<file path="config.mk">
export PLATFORM = sky130hd
export DESIGN_NAME = control_mode_selector
export DESIGN_NICKNAME = d
export VERILOG_FILES = /design/src/inc/ctrl_mode_pkg.sv /design/src/inc/mode_if.sv /design/src/contact_sync.sv /design/src/mode_decoder.sv /design/src/control_mode_selector.sv
export SDC_FILE = /design/constraint.sdc
export NUM_CORES = 1
export LEC_CHECK = 0
export BUFFER_PORTS_ARGS = -buffer_cell sky130_fd_sc_hd__buf_2
export CAP_MARGIN = 20
export CELL_PAD_IN_SITES_DETAIL_PLACEMENT = 1
export CELL_PAD_IN_SITES_GLOBAL_PLACEMENT = 2
export CORE_ASPECT_RATIO = 1.2
export CORE_UTILIZATION = 35
export CTS_BUF_LIST = sky130_fd_sc_hd__clkbuf_4 sky130_fd_sc_hd__clkbuf_8
export DETAILED_ROUTE_END_ITERATION = 10
export PLACE_DENSITY_LB_ADDON = 0.05
export SYNTH_ARGS = -nofsm -noshare
export SYNTH_HDL_FRONTEND = slang
export SYNTH_SLANG_ARGS = --single-unit
</file>
<file path="constraint.sdc">
create_clock -name pclk -period 3 [get_ports pclk]
set_input_delay 0.15 -clock pclk [delete_from_list [all_inputs] [get_ports pclk]]
set_output_delay 0.15 -clock pclk [all_outputs]
set_load 0.05 [all_outputs]
</file>
<file path="src/inc/ctrl_mode_pkg.sv">
// Constants, register map and encodings of the control-mode selector
package ctrl_mode_pkg;
  localparam int unsigned MODE_W   = 4;
  localparam int unsigned SPEED_W  = 16;
  localparam int unsigned PINS_W   = 4;

  localparam logic [3:0] MODE_RST  = 4'h0;
  localparam logic [3:0] MODE_MAX  = 4'hd;

  // Mode codes
  localparam logic [3:0] M_SPD_ANALOG    = 4'h0;
  localparam logic [3:0] M_POS_PULSE     = 4'h1;
  localparam logic [3:0] M_TRQ_ANALOG    = 4'h2;
  localparam logic [3:0] M_CONTACT_ZERO  = 4'h3;
  localparam logic [3:0] M_CONTACT_SPD   = 4'h4;
  localparam logic [3:0] M_CONTACT_POS   = 4'h5;
  localparam logic [3:0] M_CONTACT_TRQ   = 4'h6;
  localparam logic [3:0] M_POS_SPD       = 4'h7;
  localparam logic [3:0] M_POS_TRQ       = 4'h8;
  localparam logic [3:0] M_TRQ_SPD       = 4'h9;
  localparam logic [3:0] M_SPD_ZCLAMP    = 4'ha;
  localparam logic [3:0] M_POS_INHIBIT   = 4'hb;
  localparam logic [3:0] M_POS_PARAM     = 4'hc;
  localparam logic [3:0] M_SPD_PRESET    = 4'hd;

  // Register byte offsets
  localparam logic [11:0] OFF_MODE   = 12'h000;
  localparam logic [11:0] OFF_LIMIT  = 12'h004;
  localparam logic [11:0] OFF_MAXSPD = 12'h008;
  localparam logic [11:0] OFF_PRESET = 12'h00c;
  localparam logic [11:0] OFF_STATUS = 12'h010;

  // Field positions
  localparam int unsigned LIM_EN_BIT     = 0;
  localparam int unsigned PRESET_DIR_BIT = 16;
  localparam int unsigned ST_LOOP_LSB    = 0;
  localparam int unsigned ST_SRC_LSB     = 4;
  localparam int unsigned ST_PI_BIT      = 8;
  localparam int unsigned ST_ZC_BIT      = 9;
  localparam int unsigned ST_INH_BIT     = 10;
  localparam int unsigned ST_DIR_BIT     = 11;
  localparam int unsigned ST_EXTLIM_BIT  = 12;
  localparam int unsigned ST_SEL_LSB     = 13;
  localparam int unsigned ST_PINS_LSB    = 16;

  // Reset values
  localparam logic [15:0] MAXSPD_RST = 16'h0000;
  localparam logic [15:0] PRESET_RST = 16'h0000;
  localparam logic [3:0]  PINS_RST   = 4'hf;

  typedef enum logic [1:0] {
    LOOP_SPEED    = 2'b00,
    LOOP_POSITION = 2'b01,
    LOOP_TORQUE   = 2'b10
  } loop_t;

  typedef enum logic [2:0] {
    SRC_ANALOG_SPEED  = 3'b000,
    SRC_ANALOG_TORQUE = 3'b001,
    SRC_PULSE         = 3'b010,
    SRC_CONTACT       = 3'b011,
    SRC_ZERO          = 3'b100,
    SRC_PARAM_POS     = 3'b101,
    SRC_PRESET        = 3'b110
  } src_t;
endpackage

</file>
<file path="src/inc/mode_if.sv">
// Carrier between the register side and the mode decoder
`timescale 1ns/1ps
`default_nettype none
interface mode_if;
  logic [3:0]          mode;
  logic                pcon_on;
  logic                pcl_on;
  logic                ncl_on;
  logic                lim_en;
  logic                preset_dir;
  ctrl_mode_pkg::loop_t loop;
  ctrl_mode_pkg::src_t  src;
  logic                pi_en;
  logic                zero_clamp;
  logic                inhibit;
  logic                dir_rev;
  logic                ext_lim;
  logic [1:0]          speed_sel;

  modport decoder (
    input  mode, pcon_on, pcl_on, ncl_on, lim_en, preset_dir,
    output loop, src, pi_en, zero_clamp, inhibit, dir_rev, ext_lim, speed_sel
  );
  modport owner (
    output mode, pcon_on, pcl_on, ncl_on, lim_en, preset_dir,
    input  loop, src, pi_en, zero_clamp, inhibit, dir_rev, ext_lim, speed_sel
  );
endinterface
`default_nettype wire

</file>
<file path="src/contact_sync.sv">
// Two-flop synchroniser for a group of pin levels
`timescale 1ns/1ps
`default_nettype none
module contact_sync #(
  parameter int unsigned     WIDTH = 4,
  parameter logic [WIDTH-1:0] RST   = '1
) (
  // Clock and reset
  input  wire logic             pclk,
  input  wire logic             presetn,
  // Pins in, synchronised levels out
  input  wire logic [WIDTH-1:0] pin_async,
  output logic      [WIDTH-1:0] pin_sync
);
  typedef struct packed {
    logic [WIDTH-1:0] meta;
    logic [WIDTH-1:0] stable;
  } sync_t;

  sync_t st_r;
  sync_t st_nxt;

  initial begin
    if (WIDTH < 1) $error("contact_sync: WIDTH must be at least 1");
  end

  always_comb begin
    st_nxt        = st_r;
    st_nxt.meta   = pin_async;
    st_nxt.stable = st_r.meta;
  end

  always_ff @(posedge pclk or negedge presetn) begin
    if (!presetn) begin
      st_r <= {RST, RST};
    end else begin
      st_r <= st_nxt;
    end
  end

  assign pin_sync = st_r.stable;
endmodule
`default_nettype wire

</file>
<file path="src/mode_decoder.sv">
// Combinational decode of control mode and contact inputs into loop settings
`timescale 1ns/1ps
`default_nettype none
module mode_decoder (
  // Mode and inputs in, loop settings out
  mode_if.decoder mi
);
  logic any_limit;

  always_comb begin
    any_limit     = mi.pcl_on | mi.ncl_on;
    mi.loop       = ctrl_mode_pkg::LOOP_SPEED;
    mi.src        = ctrl_mode_pkg::SRC_ZERO;
    mi.pi_en      = 1'b1;
    mi.zero_clamp = 1'b0;
    mi.inhibit    = 1'b0;
    mi.dir_rev    = 1'b0;
    mi.ext_lim    = 1'b0;
    mi.speed_sel  = {mi.ncl_on, mi.pcl_on};
    unique case (mi.mode)
      ctrl_mode_pkg::M_SPD_ANALOG: begin
        mi.src   = ctrl_mode_pkg::SRC_ANALOG_SPEED;
        mi.pi_en = ~mi.pcon_on;
      end
      ctrl_mode_pkg::M_POS_PULSE: begin
        mi.loop  = ctrl_mode_pkg::LOOP_POSITION;
        mi.src   = ctrl_mode_pkg::SRC_PULSE;
        mi.pi_en = ~mi.pcon_on;
      end
      ctrl_mode_pkg::M_TRQ_ANALOG: begin
        mi.loop    = ctrl_mode_pkg::LOOP_TORQUE;
        mi.src     = ctrl_mode_pkg::SRC_ANALOG_TORQUE;
        mi.ext_lim = mi.lim_en;
      end
      ctrl_mode_pkg::M_CONTACT_ZERO: begin
        mi.src     = any_limit ? ctrl_mode_pkg::SRC_CONTACT
                               : ctrl_mode_pkg::SRC_ZERO;
        mi.dir_rev = mi.pcon_on;
      end
      ctrl_mode_pkg::M_CONTACT_SPD: begin
        mi.src     = any_limit ? ctrl_mode_pkg::SRC_CONTACT
                               : ctrl_mode_pkg::SRC_ANALOG_SPEED;
        mi.dir_rev = mi.pcon_on;
      end
      ctrl_mode_pkg::M_CONTACT_POS: begin
        mi.loop    = any_limit ? ctrl_mode_pkg::LOOP_SPEED
                               : ctrl_mode_pkg::LOOP_POSITION;
        mi.src     = any_limit ? ctrl_mode_pkg::SRC_CONTACT
                               : ctrl_mode_pkg::SRC_PULSE;
        mi.dir_rev = mi.pcon_on;
      end
      ctrl_mode_pkg::M_CONTACT_TRQ: begin
        mi.loop    = any_limit ? ctrl_mode_pkg::LOOP_SPEED
                               : ctrl_mode_pkg::LOOP_TORQUE;
        mi.src     = any_limit ? ctrl_mode_pkg::SRC_CONTACT
                               : ctrl_mode_pkg::SRC_ANALOG_TORQUE;
        mi.dir_rev = mi.pcon_on;
      end
      ctrl_mode_pkg::M_POS_SPD: begin
        mi.loop = mi.pcon_on ? ctrl_mode_pkg::LOOP_SPEED
                             : ctrl_mode_pkg::LOOP_POSITION;
        mi.src  = mi.pcon_on ? ctrl_mode_pkg::SRC_ANALOG_SPEED
                             : ctrl_mode_pkg::SRC_PULSE;
      end
      ctrl_mode_pkg::M_POS_TRQ: begin
        mi.loop = mi.pcon_on ? ctrl_mode_pkg::LOOP_TORQUE
                             : ctrl_mode_pkg::LOOP_POSITION;
        mi.src  = mi.pcon_on ? ctrl_mode_pkg::SRC_ANALOG_TORQUE
                             : ctrl_mode_pkg::SRC_PULSE;
      end
      ctrl_mode_pkg::M_TRQ_SPD: begin
        mi.loop = mi.pcon_on ? ctrl_mode_pkg::LOOP_SPEED
                             : ctrl_mode_pkg::LOOP_TORQUE;
        mi.src  = mi.pcon_on ? ctrl_mode_pkg::SRC_ANALOG_SPEED
                             : ctrl_mode_pkg::SRC_ANALOG_TORQUE;
      end
      ctrl_mode_pkg::M_SPD_ZCLAMP: begin
        mi.src        = ctrl_mode_pkg::SRC_ANALOG_SPEED;
        mi.zero_clamp = mi.pcon_on;
      end
      ctrl_mode_pkg::M_POS_INHIBIT: begin
        mi.loop    = ctrl_mode_pkg::LOOP_POSITION;
        mi.src     = ctrl_mode_pkg::SRC_PULSE;
        mi.inhibit = mi.pcon_on;
      end
      ctrl_mode_pkg::M_POS_PARAM: begin
        mi.loop = ctrl_mode_pkg::LOOP_POSITION;
        mi.src  = ctrl_mode_pkg::SRC_PARAM_POS;
      end
      ctrl_mode_pkg::M_SPD_PRESET: begin
        mi.src     = ctrl_mode_pkg::SRC_PRESET;
        mi.dir_rev = mi.preset_dir;
      end
      default: ;
    endcase
  end
endmodule
`default_nettype wire

</file>
<file path="src/control_mode_selector.sv">
// Control-mode selector top: APB registers, pin synchronisers, registered loop settings
// Function
// Mode setting 0 to 13, reset 0, picks reference source and loop type.
// Mode 0: analog speed control; proportional input active gives P, else PI.
// Mode 1: pulse-train position control; proportional input low gives P, high PI.
// Mode 2: analog torque control; proportional input is ignored.
// Mode 2: limit enable set uses analog speed as limit; internal maximum always.
// Mode 3: contact-selected internal speeds, zero reference otherwise.
// Mode 4: both torque-limit inputs high gives analog speed, else contact speed.
// Mode 5: both torque-limit inputs high gives pulse position, else contact speed.
// Mode 6: both torque-limit inputs high gives analog torque, else contact speed.
// Mode 7: proportional input switches pulse position and analog speed.
// Mode 8: proportional input switches pulse position and analog torque.
// Mode 9: proportional input switches analog torque and speed.
// Mode 10: analog speed; zero clamp while proportional input is low.
// Mode 11: pulse position; reference pulses blocked while proportional input active.
// Mode 12: position control from stored parameters, no host reference.
// Mode 13: speed control from preset speed and preset direction settings.
// Modes 3 to 6: proportional input selects rotation direction.
// Active-low contact inputs are synchronised before they steer mode selection.
`timescale 1ns/1ps
`default_nettype none
module control_mode_selector (
  // Clock and reset
  input  wire logic        pclk,
  input  wire logic        presetn,
  // APB slave
  input  wire logic        psel,
  input  wire logic        penable,
  input  wire logic        pwrite,
  input  wire logic [11:0] paddr,
  input  wire logic [31:0] pwdata,
  input  wire logic [3:0]  pstrb,
  output logic      [31:0] prdata,
  output logic             pready,
  output logic             pslverr,
  // Contact and pulse pins from the host controller
  input  wire logic        proportional_control_input_n,
  input  wire logic        forward_limit_input_n,
  input  wire logic        reverse_limit_input_n,
  input  wire logic        reference_pulse_input,
  // Loop configuration
  output ctrl_mode_pkg::loop_t loop_kind,
  output ctrl_mode_pkg::src_t  ref_source,
  output logic             pi_enable,
  output logic             zero_clamp,
  output logic             pulse_inhibit,
  output logic             reverse_direction,
  output logic             ext_speed_limit,
  output logic      [1:0]  internal_speed_sel,
  // Parameter values and gated events
  output logic      [15:0] internal_max_speed,
  output logic      [15:0] preset_speed,
  output logic             accepted_pulse,
  output logic             step_advance
);
  typedef struct packed {
    logic [3:0]           control_mode_select;
    logic                 speed_limit_enable;
    logic [15:0]          max_speed;
    logic [15:0]          preset_spd;
    logic                 preset_direction;
    logic [31:0]          rdata;
    logic                 ready;
    logic                 slverr;
    ctrl_mode_pkg::loop_t loop;
    ctrl_mode_pkg::src_t  src;
    logic                 pi_en;
    logic                 zclamp;
    logic                 inhibit;
    logic                 dir_rev;
    logic                 ext_lim;
    logic [1:0]           speed_sel;
    logic                 pulse_ok;
    logic                 step;
    logic                 pcon_prev;
  } state_t;

  state_t st_r;
  state_t st_nxt;

  logic [3:0] pins_sync;
  logic       setup_phase;
  logic       access_done;
  logic       wr_mode_ok;
  logic [3:0] wmode;

  mode_if mi ();

  // Pin order: 3 pulse, 2 reverse limit, 1 forward limit, 0 proportional
  contact_sync #(
    .WIDTH (ctrl_mode_pkg::PINS_W),
    .RST   (ctrl_mode_pkg::PINS_RST)
  ) u_sync (
    .pclk      (pclk),
    .presetn   (presetn),
    .pin_async ({reference_pulse_input, reverse_limit_input_n,
                 forward_limit_input_n, proportional_control_input_n}),
    .pin_sync  (pins_sync)
  );

  assign mi.mode       = st_r.control_mode_select;
  assign mi.pcon_on    = ~pins_sync[0];
  assign mi.pcl_on     = ~pins_sync[1];
  assign mi.ncl_on     = ~pins_sync[2];
  assign mi.lim_en     = st_r.speed_limit_enable;
  assign mi.preset_dir = st_r.preset_direction;

  mode_decoder u_dec (
    .mi (mi)
  );

  assign setup_phase = psel & ~penable;
  assign access_done = psel & penable & st_r.ready;
  assign wmode       = pwdata[3:0];
  assign wr_mode_ok  = (wmode <= ctrl_mode_pkg::MODE_MAX);

  always_comb begin
    st_nxt        = st_r;
    st_nxt.ready  = 1'b0;
    st_nxt.slverr = 1'b0;

    // Setup cycle prepares the answer
    if (setup_phase) begin
      st_nxt.ready = 1'b1;
      st_nxt.rdata = 32'h0000_0000;
      unique case (paddr)
        ctrl_mode_pkg::OFF_MODE: begin
          st_nxt.rdata[3:0] = st_r.control_mode_select;
          st_nxt.slverr     = pwrite & pstrb[0] & ~wr_mode_ok;
        end
        ctrl_mode_pkg::OFF_LIMIT: begin
          st_nxt.rdata[ctrl_mode_pkg::LIM_EN_BIT] = st_r.speed_limit_enable;
        end
        ctrl_mode_pkg::OFF_MAXSPD: begin
          st_nxt.rdata[15:0] = st_r.max_speed;
        end
        ctrl_mode_pkg::OFF_PRESET: begin
          st_nxt.rdata[15:0] = st_r.preset_spd;
          st_nxt.rdata[ctrl_mode_pkg::PRESET_DIR_BIT] = st_r.preset_direction;
        end
        ctrl_mode_pkg::OFF_STATUS: begin
          st_nxt.rdata[ctrl_mode_pkg::ST_LOOP_LSB +: 2]   = st_r.loop;
          st_nxt.rdata[ctrl_mode_pkg::ST_SRC_LSB +: 3]    = st_r.src;
          st_nxt.rdata[ctrl_mode_pkg::ST_PI_BIT]          = st_r.pi_en;
          st_nxt.rdata[ctrl_mode_pkg::ST_ZC_BIT]          = st_r.zclamp;
          st_nxt.rdata[ctrl_mode_pkg::ST_INH_BIT]         = st_r.inhibit;
          st_nxt.rdata[ctrl_mode_pkg::ST_DIR_BIT]         = st_r.dir_rev;
          st_nxt.rdata[ctrl_mode_pkg::ST_EXTLIM_BIT]      = st_r.ext_lim;
          st_nxt.rdata[ctrl_mode_pkg::ST_SEL_LSB +: 2]    = st_r.speed_sel;
          st_nxt.rdata[ctrl_mode_pkg::ST_PINS_LSB +: 4]   = pins_sync;
          st_nxt.slverr = pwrite;
        end
        default: begin
          st_nxt.slverr = 1'b1;
        end
      endcase
    end

    // Writes land on the access edge
    if (access_done && pwrite && !st_r.slverr) begin
      unique case (paddr)
        ctrl_mode_pkg::OFF_MODE: begin
          if (pstrb[0]) begin
            st_nxt.control_mode_select = wmode;
          end
        end
        ctrl_mode_pkg::OFF_LIMIT: begin
          if (pstrb[0]) begin
            st_nxt.speed_limit_enable = pwdata[ctrl_mode_pkg::LIM_EN_BIT];
          end
        end
        ctrl_mode_pkg::OFF_MAXSPD: begin
          if (pstrb[0]) begin
            st_nxt.max_speed[7:0] = pwdata[7:0];
          end
          if (pstrb[1]) begin
            st_nxt.max_speed[15:8] = pwdata[15:8];
          end
        end
        ctrl_mode_pkg::OFF_PRESET: begin
          if (pstrb[0]) begin
            st_nxt.preset_spd[7:0] = pwdata[7:0];
          end
          if (pstrb[1]) begin
            st_nxt.preset_spd[15:8] = pwdata[15:8];
          end
          if (pstrb[2]) begin
            st_nxt.preset_direction = pwdata[ctrl_mode_pkg::PRESET_DIR_BIT];
          end
        end
        default: ;
      endcase
    end

    // Decoded settings, registered
    st_nxt.loop      = mi.loop;
    st_nxt.src       = mi.src;
    st_nxt.pi_en     = mi.pi_en;
    st_nxt.zclamp    = mi.zero_clamp;
    st_nxt.inhibit   = mi.inhibit;
    st_nxt.dir_rev   = mi.dir_rev;
    st_nxt.ext_lim   = mi.ext_lim;
    st_nxt.speed_sel = mi.speed_sel;

    // Pulses pass only to a pulse loop
    st_nxt.pulse_ok = pins_sync[3] & (mi.src == ctrl_mode_pkg::SRC_PULSE)
                      & ~mi.inhibit;

    // Proportional input steps program
    st_nxt.pcon_prev = mi.pcon_on;
    st_nxt.step      = (st_r.control_mode_select == ctrl_mode_pkg::M_POS_PARAM)
                       & mi.pcon_on & ~st_r.pcon_prev;
  end

  always_ff @(posedge pclk or negedge presetn) begin
    if (!presetn) begin
      st_r <= '{
        control_mode_select: ctrl_mode_pkg::MODE_RST,
        speed_limit_enable:  1'b0,
        max_speed:           ctrl_mode_pkg::MAXSPD_RST,
        preset_spd:          ctrl_mode_pkg::PRESET_RST,
        preset_direction:    1'b0,
        rdata:               32'h0000_0000,
        ready:               1'b0,
        slverr:              1'b0,
        loop:                ctrl_mode_pkg::LOOP_SPEED,
        src:                 ctrl_mode_pkg::SRC_ANALOG_SPEED,
        pi_en:               1'b1,
        zclamp:              1'b0,
        inhibit:             1'b0,
        dir_rev:             1'b0,
        ext_lim:             1'b0,
        speed_sel:           2'h0,
        pulse_ok:            1'b0,
        step:                1'b0,
        pcon_prev:           1'b0
      };
    end else begin
      st_r <= st_nxt;
    end
  end

  assign prdata             = st_r.rdata;
  assign pready             = st_r.ready;
  assign pslverr            = st_r.slverr;
  assign loop_kind          = st_r.loop;
  assign ref_source         = st_r.src;
  assign pi_enable          = st_r.pi_en;
  assign zero_clamp         = st_r.zclamp;
  assign pulse_inhibit      = st_r.inhibit;
  assign reverse_direction  = st_r.dir_rev;
  assign ext_speed_limit    = st_r.ext_lim;
  assign internal_speed_sel = st_r.speed_sel;
  assign internal_max_speed = st_r.max_speed;
  assign preset_speed       = st_r.preset_spd;
  assign accepted_pulse     = st_r.pulse_ok;
  assign step_advance       = st_r.step;
endmodule
`default_nettype wire

</file>
==> run summary, run 1 <==
Status - completed
Synth top cells by count - 74 x dfrtp_1, 73 x buf_4, 42 x mux2_2, 28 x nand2_1
Worst Slack Setup Final - 1.05 ns
Area of the multi-input gates - 1570 um^2
Leakage - 2.40 nW
Final instance area - 4710 um^2
Sinks on Clock Net - 83
Worst-Skew Late Latency - 0.35 ns
Hold_sp - pwdata[16]
CTS Buffer Depth - 2
Async set-reset flop share out of synthesis - 100%
Reg2reg path depth - 4
Vias in the first global route - 2955
Hold Path Cell Cnt - 2
Required time of the critical path - 3.24 ns
# IOs - 137
Die footprint - 12600 um^2
Synth top area share - 43.4%
Max-slew headroom - 56.0%
Crit share post-route - 64.9%
Share of cells above drive strength 1 - 45.4%
#FFs+latches synth - 83
Max Cap Viol - 0
Register-to-register setup slack - 1.05 ns
Maximum vdd drop - 0.217 mV
Synth warnings - 0
Area delta synth->final - 10.5%
Core Area - 11700 um^2
Dominant cells by area after synthesis - dfrtp_1 43%, buf_4 13%, mux2_2 11%
Cell Pwr Density - 459 nW/um^2
Sequential share of the synthesized area - 49.0%
Crit path launch - pslverr
Post-CTS Resized - 0
Die Y - 123 um
Sequential cell area - 2090 um^2
Post-synth top flop - dfrtp_1
Clk pin slew, worst setup/hold paths - 0.09 ns
Synth Area per Inst - 11.3 um^2
Final GP Congestion - 0.705
Synth cell types - 52
Starting Density - 36.4%
Post-synth EDFFs - 0
Setup Total Neg Slack - 0 ns
Top-count cell post-synth - dfrtp_1
Post-route ant nets - 0
DRC errors left - 0
Final Hold Fails - 0
Final min period - 1.95 ns
Largest net degree at the start of global routing - 84
First DRT Iteration DRCs - 50
Slew of the pin with the lowest slew margin - 0.660 ns
Worst Hold Class - input port to flop
Worst r2r src - pslverr
Worst slack, placed - 0.826 ns
Post-CTS setup buffer count - 0
Layout filler cell count - 1346
Cts-stage hold buffer count - 4
Port Buffers - 108
Mapped Area - 4270 um^2
DRT Wirelength - 10400 um
CTS Buf Count - 9
Initial antenna violation count - 0
Post-DP HPWL - 7460 um
Rows - 43
Total congestion overflow - 0
RR Endpoint - mi.mode[0]
Wire per inst - 17.7 um
Vias - 2841
Post-Syn Instances - 379
Critical path arrival - 2.19 ns
Worst hold endpoint - mi.preset_dir
Worst-path fanout max - 4
Placed inst area - 4430 um^2
First-pass GRT wire length - 16300 um
Critical path startpoint category - flop
Via-to-Cell Ratio - 4.82
CP Capture Type - flop
Number of diodes - 0
Max Clock Skew - 0.0128 ns
Setup Crit Path Kind - flop to flop
Htree depth - 3
CTS tree - yes
Total global-route track usage - 17.5%
Peak Freq - 513 MHz
Pins Over Slew Limit - 0
Total Nets Final - 484
TritonRoute pass-1 iters - 4
Yosys top cell by area - dfrtp_1
Hold slack - 0.0356 ns
Final setup vio count - 0
RSZ-0062 raised after global routing - false
DIE WIDTH - 103 um
CTS root buf - clkbuf_8
per-stage QoR:
stage | utilization, % | instances | total power, mW
final | 40.2 | 589 | 2.16
after global routing | 40.2 | 589 | 2.25
after floorplan | - | 390 | 1.28
after CTS | 39.9 | 587 | 2.20
after global placement | 37.8 | 567 | 1.34
after detailed placement | 37.8 | 567 | 1.34
per-layer routing:
metal / track usage [%] / wire (um) / vias to the layer above
met4: 5.55 / 108 / 0
met3: 3.00 / 412 / 9
met2: 29.8 / 5160 / 77
met1: 22.6 / 4750 / 1427
li1: - / - / 1328
met5: 0 / 0 / -
critical path, cell delays in order, from the launching register on:
cell and delay, ns:
dfrtp_1 0.37, and4b_1 0.32, nand3_1 0.18, nor3_1 0.57, mux2_2 0.40
how the worst max path moves through the flow:
stage	depth (start not counted)	end	slack (ns)
after global placement	5	internal_max_speed[14]	0.86
after CTS	4	mi.mode[3]	1.04
after global routing	4	mi.mode[0]	0.89
after floorplan	5	internal_max_speed[0]	1.06
after detailed placement	5	internal_max_speed[11]	0.83
final	4	mi.mode[0]	1.05
final cells by class:
type / instances / area share [%]
Clock inverter: 4 / 1.06
Timing Repair Buffer: 115 / 13.3
Sequential cell: 83 / 44.3
Clock buffer: 12 / 3.24
Multi-Input combinational cell: 211 / 33.4
Tap cell: 157 / 4.17
Inverter: 7 / 0.557
where the power goes:
group | total, mW | internal [mW] | switching [mW]
combinational | 0.178 | 0.0465 | 0.132
sequential | 1.15 | 1.14 | 0.0101
clock | 0.840 | 0.425 | 0.414
total | 2.16 | 1.61 | 0.556
logic make-up after synthesis:
group	Yosys count	share of synthesized area, %
xor gates and xnor gates	1	0.205
buffers and inverters	96	15.1
muxes	55	15.1
AOI/OAI and AO/OA	53	8.30
and+or+nand+nor	90	12.2
DFF	83	49.0
other	1	0.0879
sequential cells by signal, summed over array words and instances (netlist names), 2 cells and up:
name	count
internal_speed_sel	2
u_sync.pin_sync	4
loop_kind	2
ref_source	3
u_sync.st_nxt	4
prdata	20
preset_speed	16
internal_max_speed	16
mi.mode	4
layout by cell type, fill, tap and decap left out, types with 2 or more instances in the layout:
master         count
mux2_4             8
clkbuf_4           2
conb_1            12
o22ai_1            3
nor2b_1            3
mux2i_1            5
clkinvlp_4         2
nand2_1           28
and4_2             2
nand3_1            9
o21ai_0           14
or3_1              3
nand2b_1           8
a21oi_1            7
buf_2            107
and3_2             2
o31ai_1            5
clkbuf_8          10
mux2_2            42
buf_4              2
dfrtp_1           74
dfstp_2            9
nand4_1            2
nor3_1             4
nor2_2             2
dlygate4sd3_1      5
nor2_1            11
a22oi_1           14
nand3b_1           3
inv_1              6
nor4_1             3
No activity file was read; power rests on OpenSTA's default activity.
==> run 2: changes to the inputs <==
--- a/config.mk
+++ b/config.mk
@@ -5,12 +5,13 @@
 export SDC_FILE = /design/constraint.sdc
 export NUM_CORES = 1
 export LEC_CHECK = 0
+export ABC_AREA = 1
 export BUFFER_PORTS_ARGS = -buffer_cell sky130_fd_sc_hd__buf_2
 export CAP_MARGIN = 20
 export CELL_PAD_IN_SITES_DETAIL_PLACEMENT = 1
 export CELL_PAD_IN_SITES_GLOBAL_PLACEMENT = 2
 export CORE_ASPECT_RATIO = 1.2
-export CORE_UTILIZATION = 35
+export CORE_UTILIZATION = 30
 export CTS_BUF_LIST = sky130_fd_sc_hd__clkbuf_4 sky130_fd_sc_hd__clkbuf_8
 export DETAILED_ROUTE_END_ITERATION = 10
 export PLACE_DENSITY_LB_ADDON = 0.05
==> constraint.sdc (replaced) <==
create_clock -name pclk -period 2 [get_ports pclk]
set_input_delay 0.1 -clock pclk [delete_from_list [all_inputs] [get_ports pclk]]
set_output_delay 0.1 -clock pclk [all_outputs]
set_load 0.05 [all_outputs]
==> run 2 against run 1 <==
Against the previous run:
- the flow now finishes with violations (design-rule violations)
- cell count rose by 31%
- non-clock buffer count up 21
- core utilization shrank 4.4 points
- clock power is 56% higher
- sequential share of layout area fell by 2.5 points
- hold slack better by 0.017 ns
- final area up 5.9%
- sequential power increased by 50%
- synthesized cell count up 37%
- flip-flop and latch count unchanged
- critical path type unchanged
==> run summary, run 2 <==
Max-slew headroom - 48.1%
Port Buffers - 108
First DRT Iteration DRCs - 131
Post-synth EDFFs - 0
Post-Syn Instances - 520
Worst-Skew Late Latency - 0.38 ns
Crit path depth - 5
Leakage - 2.76 nW
Htree depth - 3
Vias - 3586
CTS Buffer Depth - 2
Wire per inst - 17.2 um
Worst-path fanout max - 19
Reg2reg path depth - 5
Setup Total Neg Slack - 0 ns
Required time of the critical path - 2.26 ns
Slowest cell on crit path - dfrtp_1
DRC errors left - 8
Failing checks - design-rule violations
Critical path startpoint category - flop
Synth warnings - 0
Post-route ant nets - 0
Initial antenna violation count - 0
Number of flip-flops in the largest register - 20
Rows - 47
Total congestion overflow - 0
Layout filler cell count - 1716
Final GP Congestion - 0.820
Final setup vio count - 0
Post-CTS setup buffer count - 0
Via-to-Cell Ratio - 4.66
RSZ-0062 raised after global routing - false
Setup Crit Path Kind - flop to flop
Status - finished with violations
Most common cell after layout, fill and taps aside - nand2_1
Hold slack - 0.0523 ns
Hold Path Cell Cnt - 3
#FFs+latches synth - 83
Synth Area per Inst - 8.30 um^2
Synth cell types - 28
Commonest non-fill, non-tap cells in the layout - 137 x nand2_1, 107 x buf_2, 74 x dfrtp_1
Peak Freq - 607 MHz
# IOs - 137
Async set-reset flop share out of synthesis - 100%
Yosys top cell by area - dfrtp_1
Starting Density - 31.0%
Crit path cell chain - nand4_1, nor2_2, nand2_2, nor2_4, o21ai_0
DRT Wirelength - 13300 um
Post-DP HPWL - 10000 um
Vias in the first global route - 3671
Mapped Area - 4320 um^2
Number of diodes - 0
Die footprint - 14900 um^2
Total power - 3.36 mW
Total Nets Final - 650
Sinks on Clock Net - 83
Die Y - 133 um
CTS root buf - clkbuf_8
Max Clock Skew - 0.0128 ns
Largest net degree at the start of global routing - 46
Worst Hold Class - input port to flop
Final min period - 1.65 ns
CP Capture Type - flop
Critical path arrival - 1.91 ns
CTS tree - yes
Clk pin slew, worst setup/hold paths - 0.09 ns
Core Area - 13900 um^2
Post-synth top flop - dfrtp_1
Pins Over Slew Limit - 0
Total global-route track usage - 18.8%
Synth top area share - 42.9%
Critical Path Max Stage Delay - 0.36 ns
Slew of the pin with the lowest slew margin - 0.778 ns
Sequential share of the synthesized area - 48.4%
Crit path buf inv count - 0
First-pass GRT wire length - 20900 um
Share of cells above drive strength 1 - 26.4%
Largest delay contributor family on the critical path - simple AND/OR/NAND/NOR gates
DIE WIDTH - 112 um
Final Hold Fails - 0
Top-count cell post-synth - nand2_1
Maximum vdd drop - 0.261 mV
TritonRoute pass-1 iters - 9
Area delta synth->final - 15.6%
Crit share post-route - 82.4%
CTS Buf Count - 9
Synth top cells by count - 137 x nand2_1, 74 x dfrtp_1, 71 x buf_4, 65 x nand3_1, 40 x o21ai_0
Cell Pwr Density - 673 nW/um^2
Dominant cells by area after synthesis - dfrtp_1 43%, buf_4 12%, nand2_1 12%
Max Cap Viol - 0
run 2: cell types whose count changed after synthesis, moves of 14 or more:
cell     change
nand2_1    +109
nor2_1      +24
inv_1       +20
a22oi_1     -14
o21ai_0     +26
mux2_2      -42
nand3_1     +56
run 2: where the power goes:
part / total (mW) / switching [mW] / internal [mW] / leakage [nW]
clock: 1.31 / 0.684 / 0.622 / 0.0995
sequential: 1.72 / 0.0156 / 1.71 / 1.06
combinational: 0.329 / 0.238 / 0.0917 / 1.60
run 2: timing repair:
item,CTS,global route
hold buffers,23,0
resized for setup,0,0
hold endpoints to repair,78,0
run 2: through the flow:
stage / utilization (%) / instance area [um^2] / setup slack (ns) / std cells
finish: 35.8 / 4990 / 0.352 / 769
global placement: 32.7 / 4550 / 0.367 / 730
detailed placement: 32.7 / 4550 / 0.299 / 730
global route: 35.8 / 4990 / 0.135 / 769
CTS: 35.8 / 4990 / 0.275 / 769
floorplan: - / 4360 / 0.363 / 531
run 2: layout make-up:
| cell class | instances | area [um^2] | share of cell area (%) |
|---|---|---|---|
| Clock buffer | 10 | 138 | 2.76 |
| Clock inverter | 6 | 71.3 | 1.43 |
| Inverter | 28 | 105 | 2.11 |
| Multi-Input combinational cell | 335 | 1550 | 31.1 |
| Sequential cell | 83 | 2090 | 41.8 |
| Tap cell | 171 | 214 | 4.29 |
| Timing Repair Buffer | 136 | 823 | 16.5 |
run 2: worst paths after layout:
| check | from | end | slack [ns] |
|---|---|---|---|
| max in group asynchronous | presetn | u_sync.st_nxt[2] | 1.01 |
| worst min register to register | u_sync.st_nxt[1] | u_sync.pin_sync[1] | 0.36 |
| worst max register to register | pready | internal_max_speed[7] | 0.35 |
| worst max-delay path | pready | internal_max_speed[7] | 0.35 |
| min in group asynchronous | presetn | preset_speed[10] | 0.28 |
| worst min-delay path | pstrb[2] | mi.preset_dir | 0.05 |
run 2: worst min-delay path, delay by kind of cell:
family,cells,cell delay [ns]
compound gates,1,0.08
buf+inv,1,0.11
simple gates,1,0.10
run 2: logic make-up (layout without fill, tap and decap cells):
logic type | count (synthesis) | after routing | synth area share (%)
AND/OR/NAND/NOR | 265 | 265 | 27.8
buffers and inverters | 113 | 180 | 16.7
flip-flops | 83 | 83 | 48.4
AO/OA/AOI/OAI | 58 | 58 | 7.10
other | 1 | 12 | 0.0868
run 2: routing by layer:
layer / global-route usage (%) / up-vias / routed length (um)
met5: 0 / - / 0
met4: 8.41 / 0 / 297
met3: 2.32 / 16 / 387
met2: 32.2 / 77 / 6700
met1: 23.9 / 1747 / 5870
li1: - / 1746 / -
